**config.mk**
```make
export PLATFORM = sky130hd
export DESIGN_NAME = gpp_port_top
export DESIGN_NICKNAME = d
export VERILOG_FILES = /design/src/logic/gpp_pkg.sv /design/src/logic/gpp_sync_bank.sv /design/src/logic/gpp_pad_drive.sv /design/src/logic/gpp_port_top.sv
export VERILOG_INCLUDE_DIRS = /design/src /design/src/logic
export SDC_FILE = /design/constraint.sdc
export NUM_CORES = 1
export LEC_CHECK = 0
export BUFFER_PORTS_ARGS = -buffer_cell sky130_fd_sc_hd__buf_2
export CORE_MARGIN = 2
export CORE_UTILIZATION = 54
export DETAILED_ROUTE_END_ITERATION = 10
export GPL_TIMING_DRIVEN = 0
export PLACE_DENSITY = 0.91
export SLEW_MARGIN = 20
export SYNTH_ARGS = -nofsm -noshare
export SYNTH_HDL_FRONTEND = slang
export SYNTH_SLANG_ARGS = --single-unit
```
**constraint.sdc**
```tcl
create_clock -name clk_sys -period 2.21 [get_ports clk_sys]
set_input_delay 0.663 -clock clk_sys [delete_from_list [all_inputs] [get_ports clk_sys]]
set_output_delay 0.663 -clock clk_sys [all_outputs]
set_load 0.005 [all_outputs]
```
**src/logic/gpp_map.svh**
```systemverilog
// Purpose: register map, field masks and reset values of the port block
// Assumes: word-addressed register bus, one 8-bit register per word
// Notes: byte address of a register is four times its index
`ifndef GPP_MAP_SVH
`define GPP_MAP_SVH

// ==========================================
// register indices
`define GPP_IDX_LED_EN 12'hf82
`define GPP_IDX_OUT_A 12'hfd3
`define GPP_IDX_OUT_B 12'hfd7
`define GPP_IDX_OUT_C 12'hfdb
`define GPP_IDX_OUT_D 12'hfdf
// control bases, the port number fills the two low bits; then the two LED level registers
`define GPP_IDX_DIR_BASE 12'he00
`define GPP_IDX_ODR_BASE 12'he04
`define GPP_IDX_ALT_BASE 12'he08
`define GPP_IDX_PULL_BASE 12'he0c
`define GPP_IDX_SMR_BASE 12'he10
`define GPP_IDX_HDRV_BASE 12'he14
`define GPP_IDX_IN_BASE 12'he18
`define GPP_IDX_LED_LVL_LO 12'he1c
`define GPP_IDX_LED_LVL_HI 12'he1d

// ==========================================
// reset values
`define GPP_RST_BYTE 8'h00
`define GPP_RST_LED_LVL 16'h0000

// ==========================================
// implemented pins per port
`define GPP_MASK_A 8'hff
`define GPP_MASK_B_FULL 8'hff
`define GPP_MASK_B_ADC 8'h3f
`define GPP_MASK_C 8'hff
`define GPP_MASK_D 8'h01

// ==========================================
// port numbers
`define GPP_PORT_C 2
`define GPP_PORT_D 3

`endif

```
**src/logic/gpp_pkg.sv**
```systemverilog
// Purpose: shared types of the port block
// Assumes: four ports of up to eight pins
// Notes: constants live in gpp_map.svh
package gpp_pkg;

  // ==========================================
  // per-port configuration and data
  typedef struct packed {
    logic [7:0] dir;
    logic [7:0] odr;
    logic [7:0] alt;
    logic [7:0] pull;
    logic [7:0] smr;
    logic [7:0] hdrv;
    logic [7:0] dout;
  } gpp_cfg_type;

  // ==========================================
  // pad drive: level and output enable
  typedef struct packed {
    logic [7:0] value;
    logic [7:0] enable;
  } gpp_pad_type;

  typedef enum logic {
    GPP_BUS_IDLE,
    GPP_BUS_ACK
  } gpp_bus_state_type;

endpackage : gpp_pkg

```
**src/logic/gpp_sync_bank.sv**
```systemverilog
// Purpose: two-stage synchroniser for a bank of pin inputs
// Assumes: inputs are asynchronous to clk_sys
// Notes: first stage is read only by the second
`timescale 1ns/1ps
module gpp_sync_bank #(
  parameter int WIDTH = 32
) (
  input wire logic clk_sys, // system clock
  input wire logic rst_n, // async reset, active low
  input wire logic [WIDTH-1:0] async_in, // raw pin levels
  output logic [WIDTH-1:0] sync_out // synchronised levels
);

  logic [WIDTH-1:0] meta_reg;

  // ==========================================
  // two flops
  always_ff @(posedge clk_sys or negedge rst_n) begin
    if (!rst_n) begin
      meta_reg <= '0;
      sync_out <= '0;
    end else begin
      meta_reg <= async_in;
      sync_out <= meta_reg;
    end
  end

endmodule : gpp_sync_bank

```
**src/logic/gpp_pad_drive.sv**
```systemverilog
// Purpose: registered pad drive of one port
// Assumes: alternate-function signals come from logic on clk_sys
// Notes: each pin is worked out on its own
`timescale 1ns/1ps
module gpp_pad_drive (
  input wire logic clk_sys, // system clock
  input wire logic rst_n, // async reset, active low
  input gpp_pkg::gpp_cfg_type cfg, // port configuration and data
  input wire logic [7:0] pin_mask, // implemented pins
  input wire logic out_only, // port is output only
  input wire logic [7:0] alt_value, // alternate-function level
  input wire logic [7:0] alt_enable, // alternate-function enable
  output gpp_pkg::gpp_pad_type pad // registered pad drive
);
  import gpp_pkg::*;

  logic [7:0] value_next;
  logic [7:0] enable_next;

  // ==========================================
  // per-pin drive selection
  genvar b;
  generate
    for (b = 0; b < 8; b++) begin : g_pin
      wire logic use_alt = cfg.alt[b] & ~out_only;
      wire logic drive_req = out_only | (use_alt ? alt_enable[b] : cfg.dir[b]);
      wire logic level = use_alt ? alt_value[b] : cfg.dout[b];
      wire logic high_blocked = level & cfg.odr[b];
      assign value_next[b] = level & pin_mask[b];
      assign enable_next[b] = drive_req & ~high_blocked & pin_mask[b];
    end
  endgenerate

  always_ff @(posedge clk_sys or negedge rst_n) begin
    if (!rst_n) begin
      pad <= '0;
    end else begin
      pad <= '{value: value_next, enable: enable_next};
    end
  end

endmodule : gpp_pad_drive

```
**src/logic/gpp_port_top.sv**
```systemverilog
// Purpose: four-port general-purpose pin block with LED drive on the third port
// Assumes: Avalon-MM slave, word addressed, data in byte lane 0
// Notes: every output comes from a flip-flop; answer one cycle after the request
`timescale 1ns/1ps
`include "gpp_map.svh"

module gpp_port_top #(
  parameter bit ADC_PRESENT = 1'b0
) (
  input wire logic clk_sys, // system clock, 40 MHz
  input wire logic rst_n, // async reset, active low
  input wire logic [11:0] avs_address, // register index
  input wire logic avs_read, // read request
  input wire logic avs_write, // write request
  input wire logic [31:0] avs_writedata, // write data, lane 0 used
  input wire logic [3:0] avs_byteenable, // byte enables
  output logic [31:0] avs_readdata, // read data
  output logic avs_waitrequest, // stall while high
  input wire logic [3:0][7:0] pin_in, // pad input levels
  input wire logic [3:0][7:0] alt_out, // alternate-function levels
  input wire logic [3:0][7:0] alt_oe, // alternate-function enables
  output gpp_pkg::gpp_pad_type [3:0] pad_drive, // pad level and enable
  output logic [3:0][7:0] pull_up_en, // pull-up enables
  output logic [3:0][7:0] recovery_en, // stop-mode recovery enables
  output logic [3:0][7:0] high_drive_en, // high drive current select
  output logic [7:0] led_drive_on, // third-port LED current on
  output logic [15:0] led_level // third-port LED current, 2 bits a pin
);
  import gpp_pkg::*;

  // ==========================================
  // pin masks per variant
  localparam logic [7:0] MASK_B = ADC_PRESENT ? `GPP_MASK_B_ADC : `GPP_MASK_B_FULL;
  localparam logic [3:0][7:0] PIN_MASK = {`GPP_MASK_D, `GPP_MASK_C, MASK_B, `GPP_MASK_A};
  localparam logic [3:0][11:0] OUT_IDX = {
    `GPP_IDX_OUT_D, `GPP_IDX_OUT_C, `GPP_IDX_OUT_B, `GPP_IDX_OUT_A
  };

  // ==========================================
  // bus slave state
  gpp_bus_state_type state_reg;
  gpp_bus_state_type state_next;
  logic [31:0] readdata_next;
  logic [7:0] rd_byte;
  logic waitrequest_next;

  gpp_cfg_type [3:0] cfg_reg;
  logic [7:0] led_en_reg;
  logic [15:0] led_lvl_reg;
  logic [3:0][7:0] pin_sync;

  wire logic req = avs_read | avs_write;
  wire logic commit = (state_reg == GPP_BUS_ACK) & avs_write & avs_byteenable[0];
  wire logic [7:0] wbyte = avs_writedata[7:0];
  wire logic [11:0] idx_base = {avs_address[11:2], 2'b00};
  wire logic [1:0] idx_port = avs_address[1:0];

  // ==========================================
  // address decode
  wire logic hit_dir = idx_base == `GPP_IDX_DIR_BASE;
  wire logic hit_odr = idx_base == `GPP_IDX_ODR_BASE;
  wire logic hit_alt = idx_base == `GPP_IDX_ALT_BASE;
  wire logic hit_pull = idx_base == `GPP_IDX_PULL_BASE;
  wire logic hit_smr = idx_base == `GPP_IDX_SMR_BASE;
  wire logic hit_hdrv = idx_base == `GPP_IDX_HDRV_BASE;
  wire logic hit_in = idx_base == `GPP_IDX_IN_BASE;
  wire logic hit_led_en = avs_address == `GPP_IDX_LED_EN;
  wire logic hit_lvl_lo = avs_address == `GPP_IDX_LED_LVL_LO;
  wire logic hit_lvl_hi = avs_address == `GPP_IDX_LED_LVL_HI;
  logic [3:0] hit_out;
  logic [3:0][7:0] in_view;

  // ==========================================
  // per-port registers
  genvar p;
  generate
    for (p = 0; p < 4; p++) begin : g_port
      localparam logic [1:0] PN = 2'(p);
      localparam bit OUT_ONLY = (p == `GPP_PORT_D);
      wire logic sel = idx_port == PN;
      wire logic [7:0] m = PIN_MASK[p];
      wire logic [7:0] wm = wbyte & m;
      wire logic we_dir = commit & hit_dir & sel;
      wire logic we_odr = commit & hit_odr & sel;
      wire logic we_alt = commit & hit_alt & sel;
      wire logic we_pull = commit & hit_pull & sel;
      wire logic we_smr = commit & hit_smr & sel;
      wire logic we_hdrv = commit & hit_hdrv & sel;
      wire logic we_out = commit & hit_out[p];

      assign hit_out[p] = avs_address == OUT_IDX[p];
      // output-only port reads no input
      assign in_view[p] = OUT_ONLY ? 8'h00 : (pin_sync[p] & m);

      always_ff @(posedge clk_sys or negedge rst_n) begin
        if (!rst_n) begin
          cfg_reg[p] <= '0;
        end else begin
          if (we_dir) cfg_reg[p].dir <= OUT_ONLY ? m : wm;
          if (we_odr) cfg_reg[p].odr <= wm;
          if (we_alt) cfg_reg[p].alt <= OUT_ONLY ? 8'h00 : wm;
          if (we_pull) cfg_reg[p].pull <= wm;
          if (we_smr) cfg_reg[p].smr <= wm;
          if (we_hdrv) cfg_reg[p].hdrv <= wm;
          if (we_out) cfg_reg[p].dout <= wm;
        end
      end

      gpp_pad_drive u_pad (
        .clk_sys(clk_sys),
        .rst_n(rst_n),
        .cfg(cfg_reg[p]),
        .pin_mask(m),
        .out_only(OUT_ONLY),
        .alt_value(alt_out[p]),
        .alt_enable(alt_oe[p]),
        .pad(pad_drive[p])
      );
    end
  endgenerate

  // ==========================================
  // input synchroniser
  gpp_sync_bank #(
    .WIDTH(32)
  ) u_sync (
    .clk_sys(clk_sys),
    .rst_n(rst_n),
    .async_in(pin_in),
    .sync_out(pin_sync)
  );

  // ==========================================
  // LED drive registers
  wire logic we_led_en = commit & hit_led_en;
  wire logic we_lvl_lo = commit & hit_lvl_lo;
  wire logic we_lvl_hi = commit & hit_lvl_hi;

  always_ff @(posedge clk_sys or negedge rst_n) begin
    if (!rst_n) begin
      led_en_reg <= `GPP_RST_BYTE;
      led_lvl_reg <= `GPP_RST_LED_LVL;
    end else begin
      if (we_led_en) led_en_reg <= wbyte & `GPP_MASK_C;
      if (we_lvl_lo) led_lvl_reg[7:0] <= wbyte;
      if (we_lvl_hi) led_lvl_reg[15:8] <= wbyte;
    end
  end

  // current drive only where the LED alternate function is selected
  wire logic [7:0] led_on_next = led_en_reg & cfg_reg[`GPP_PORT_C].alt;

  // ==========================================
  // read mux
  always_comb begin
    rd_byte = 8'h00;
    if (hit_dir) rd_byte = cfg_reg[idx_port].dir;
    if (hit_odr) rd_byte = cfg_reg[idx_port].odr;
    if (hit_alt) rd_byte = cfg_reg[idx_port].alt;
    if (hit_pull) rd_byte = cfg_reg[idx_port].pull;
    if (hit_smr) rd_byte = cfg_reg[idx_port].smr;
    if (hit_hdrv) rd_byte = cfg_reg[idx_port].hdrv;
    if (hit_in) rd_byte = in_view[idx_port];
    if (hit_led_en) rd_byte = led_en_reg;
    if (hit_lvl_lo) rd_byte = led_lvl_reg[7:0];
    if (hit_lvl_hi) rd_byte = led_lvl_reg[15:8];
    for (int i = 0; i < 4; i++) begin
      if (hit_out[i]) rd_byte = cfg_reg[i].dout;
    end
  end

  // ==========================================
  // bus handshake: take in idle, answer in ack
  always_comb begin
    state_next = state_reg;
    waitrequest_next = 1'b1;
    readdata_next = avs_readdata;
    unique case (state_reg)
      GPP_BUS_IDLE: begin
        if (req) begin
          state_next = GPP_BUS_ACK;
          waitrequest_next = 1'b0;
          readdata_next = {24'h000000, rd_byte};
        end
      end
      GPP_BUS_ACK: begin
        state_next = GPP_BUS_IDLE;
      end
    endcase
  end

  always_ff @(posedge clk_sys or negedge rst_n) begin
    if (!rst_n) begin
      state_reg <= GPP_BUS_IDLE;
      avs_waitrequest <= 1'b1;
      avs_readdata <= 32'h00000000;
    end else begin
      state_reg <= state_next;
      avs_waitrequest <= waitrequest_next;
      avs_readdata <= readdata_next;
    end
  end

  // ==========================================
  // registered side outputs
  always_ff @(posedge clk_sys or negedge rst_n) begin
    if (!rst_n) begin
      pull_up_en <= '0;
      recovery_en <= '0;
      high_drive_en <= '0;
      led_drive_on <= `GPP_RST_BYTE;
      led_level <= `GPP_RST_LED_LVL;
    end else begin
      for (int i = 0; i < 4; i++) begin
        pull_up_en[i] <= cfg_reg[i].pull;
        recovery_en[i] <= cfg_reg[i].smr;
        high_drive_en[i] <= cfg_reg[i].hdrv;
      end
      led_drive_on <= led_on_next;
      led_level <= led_lvl_reg;
    end
  end

endmodule : gpp_port_top

```
==> flow_summary.json <==
{
  "status": "finished, violations left",
  "violations": "negative setup slack",
  "clk_pin_slew_ps": 60,
  "port-buffer-count": 253,
  "final_nets": 1692,
  "fin_skew_ps": 12.77,
  "fillers": 2105,
  "syn-instance-count": 1177,
  "clockPowerShare": 0.446,
  "wl_um": 51790,
  "largest_register_ff_count": 174,
  "cp_data_required_time_ps": 2620,
  "critPathMaxFanout": 10,
  "vdd_drop_max_mv": 0.7182,
  "powerDensity_nw_per_um2": 755.3,
  "power_mw": 15.25,
  "mostFrequentLayoutCells": "dfrtp_1, buf_2, mux2_2, buf_4, mux2i_1",
  "yosysWarnings": 0,
  "vias": 11570,
  "antenna_found_initial": 4,
  "multiInputGateArea_um2": 5919,
  "wire_per_inst_um": 26.33,
  "place_inst": 1881,
  "fin_crit_ps": 2214,
  "clk_latency_ps": 540,
  "power.leakage_nw": 10.54,
  "gp_congestion": 0.9763,
  "whs_ps": 126.3,
  "comb_power_share": 0.060,
  "ys_seq_area_frac": 0.6180,
  "rsz0062_at_grt": "true",
  "drive_gt1_frac": 0.4603,
  "max-cap-violations": 0,
  "p_int_mw": 11.73,
  "ys_ff_latch": 405,
  "synth_edf_count": 0,
  "initial_utilization": 0.5505,
  "worstSetupStartpointType": "primary input",
  "clockBufferDepth": 3,
  "switchingPower_mw": 3.522,
  "cp-end-kind": "flip-flop",
  "grt_pass1_vias": 11960,
  "timing.final.ws_setup_ps": -4.449,
  "die_width_um": 178.3,
  "area_growth_pct": 23.10,
  "post_drt_via_cell_ratio": 5.883,
  "ff2ff_setup_slack_ps": 80,
  "finalNonFillerCells": 1967,
  "yosys.area.top_type": "dfrtp_1",
  "post-place-ws_ps": -908.7,
  "worstSetupPathType": "in -> reg",
  "hold_violations": 0,
  "grt_pass1_wl_um": 75530,
  "grtUsageTotal": 0.3285,
  "clockRootBuffer": "clkbuf_16",
  "dieArea_um2": 31780,
  "async_flop_share": 1.000,
  "grt_max_degree": 109,
  "drtIter0Drc": 1232,
  "swShare": 0.2309,
  "hp-class": "in -> async",
  "ios": 365,
  "synth_area_um2": 16400,
  "cts_inserted_buffers": 40,
  "yosysTopAreaCellShare": 0.6164,
  "fp.coreArea_um2": 29800,
  "setup_viol": 2,
  "cp.arrival_ps": 2630,
  "seqCellArea_um2": 10140,
  "fin_crit_sh": 1.002,
  "cts_tree": "yes",
  "grt.overflow.total": 0,
  "synthTopCellsByArea": "dfrtp_1, mux2_2, mux2i_1",
  "cts_sinks": 405,
  "die_h_um": 178.3,
  "dp_hpwl_um": 37560,
  "cts_max_level": 2,
  "row_count": 63,
  "ant_nets": 0,
  "max_freq_mhz": 451.6,
  "slew_headroom": 0.5199,
  "drtPass1Iterations": 6,
  "power_frac_seq": 0.493,
  "drv_slew": 0,
  "avgSynthCellArea_um2": 13.94,
  "tightest_slew_ps": 714.1,
  "layout_commonest_cell": "dfrtp_1",
  "utilization": 0.6776,
  "synth_cell_types": 65,
  "route.detailed.drc": 0,
  "synth_ff_type": "dfrtp_1"
}
[layer usage]
| layer | vias up | GRT usage | wire (um) |
|---|---|---|---|
| met1 | 5903 | 0.4304 | 19910 |
| met3 | 160 | 0.05861 | 4168 |
| met2 | 639 | 0.5452 | 25480 |
| met5 | - | 0 | 0 |
| met4 | 0 | 0.1348 | 2230 |
| li1 | 4869 | - | - |
[worst paths after layout]
kind | start | end | cells after the start
max | avs_address[1] | cfg_reg[148] | 8
min | rst_n | led_level[2] | 1
max reg2reg | state_reg | cfg_reg[78] | 7
min reg2reg | u_sync.meta_reg[22] | u_sync.sync_out[22] | 0
max in group asynchronous | rst_n | cfg_reg[48] | 3
min in group clk_sys | pin_in[17] | u_sync.meta_reg[17] | 1
[kinds of logic (layout without fill, tap and decap cells)]
family	after synthesis	count (layout)	share of synthesized area
muxes	314	314	0.2154
other	1	63	0.0002286
AOI/OAI and AO/OA	162	162	0.06324
buffers and inverters	121	459	0.04455
DFF	405	405	0.6180
and+or+nand+nor	174	174	0.05858
[timing repair]
item                                    in CTS  in global routing
hold buffers                                 0                  0
gates resized for setup                     35                 22
endpoints found under the setup margin     186                115
setup buffers                               11                  1
pin swaps                                    7                  1
gates cloned                                 0                  0
endpoints found under the hold margin        0                  0
[critical path, cell delays in order]
cell	delay [ps]
buf_2	140
buf_4	280
buf_8	230
buf_8	230
nand2_2	240
nor3_4	290
buf_12	170
mux2_2	350
[power by group through the flow]
stage	combinational, mW	sequential [mW]	clock [mW]
floorplan	0.383	7.65	0
global placement	0.837	7.66	0
detailed placement	0.868	7.66	0
CTS	0.891	7.52	6.84
global route	0.985	7.53	7.15
finish	0.918	7.53	6.81
[through the flow]
stage	TNS, ps	area, um2
after floorplan	-2229	16690
after global placement	-2891500	18440
after detailed placement	-153080	18540
after CTS	0	20090
after global routing	-168.7	20190
final	-5.942	20190
[synthesized netlist by cell type, types with 3 or more instances]
master / number
dfrtp_1: 404
mux2_2: 240
buf_4: 66
mux2i_1: 65
a21oi_1: 53
nand2_1: 37
o21ai_0: 35
nor2_1: 33
clkbuf_1: 28
buf_2: 17
nor3_1: 17
a221oi_1: 15
nand2_2: 15
nand3_1: 15
a22oi_1: 8
and2_1: 8
inv_1: 7
mux4_2: 7
a31oi_1: 6
nor4_1: 5
o211ai_1: 5
or3_1: 5
a211oi_1: 4
a221o_1: 4
and3_1: 4
nand2b_1: 4
nor2_4: 4
nor2b_1: 4
o22ai_1: 4
o2bb2ai_1: 4
a222oi_1: 3
nor2_2: 3
o21a_1: 3
or4_1: 3
[final cells by class]
cell class | instances | area share
Buffer | 113 | 0.03854
Timing Repair Buffer | 268 | 0.07610
Antenna cell | 4 | 0.0004958
Inverter | 7 | 0.001301
Clock inverter | 17 | 0.008490
Sequential cell | 405 | 0.5020
Multi-Input combinational cell | 709 | 0.2932
Tap cell | 390 | 0.02417
Clock buffer | 54 | 0.05571
(Power assumes the default switching activity.)
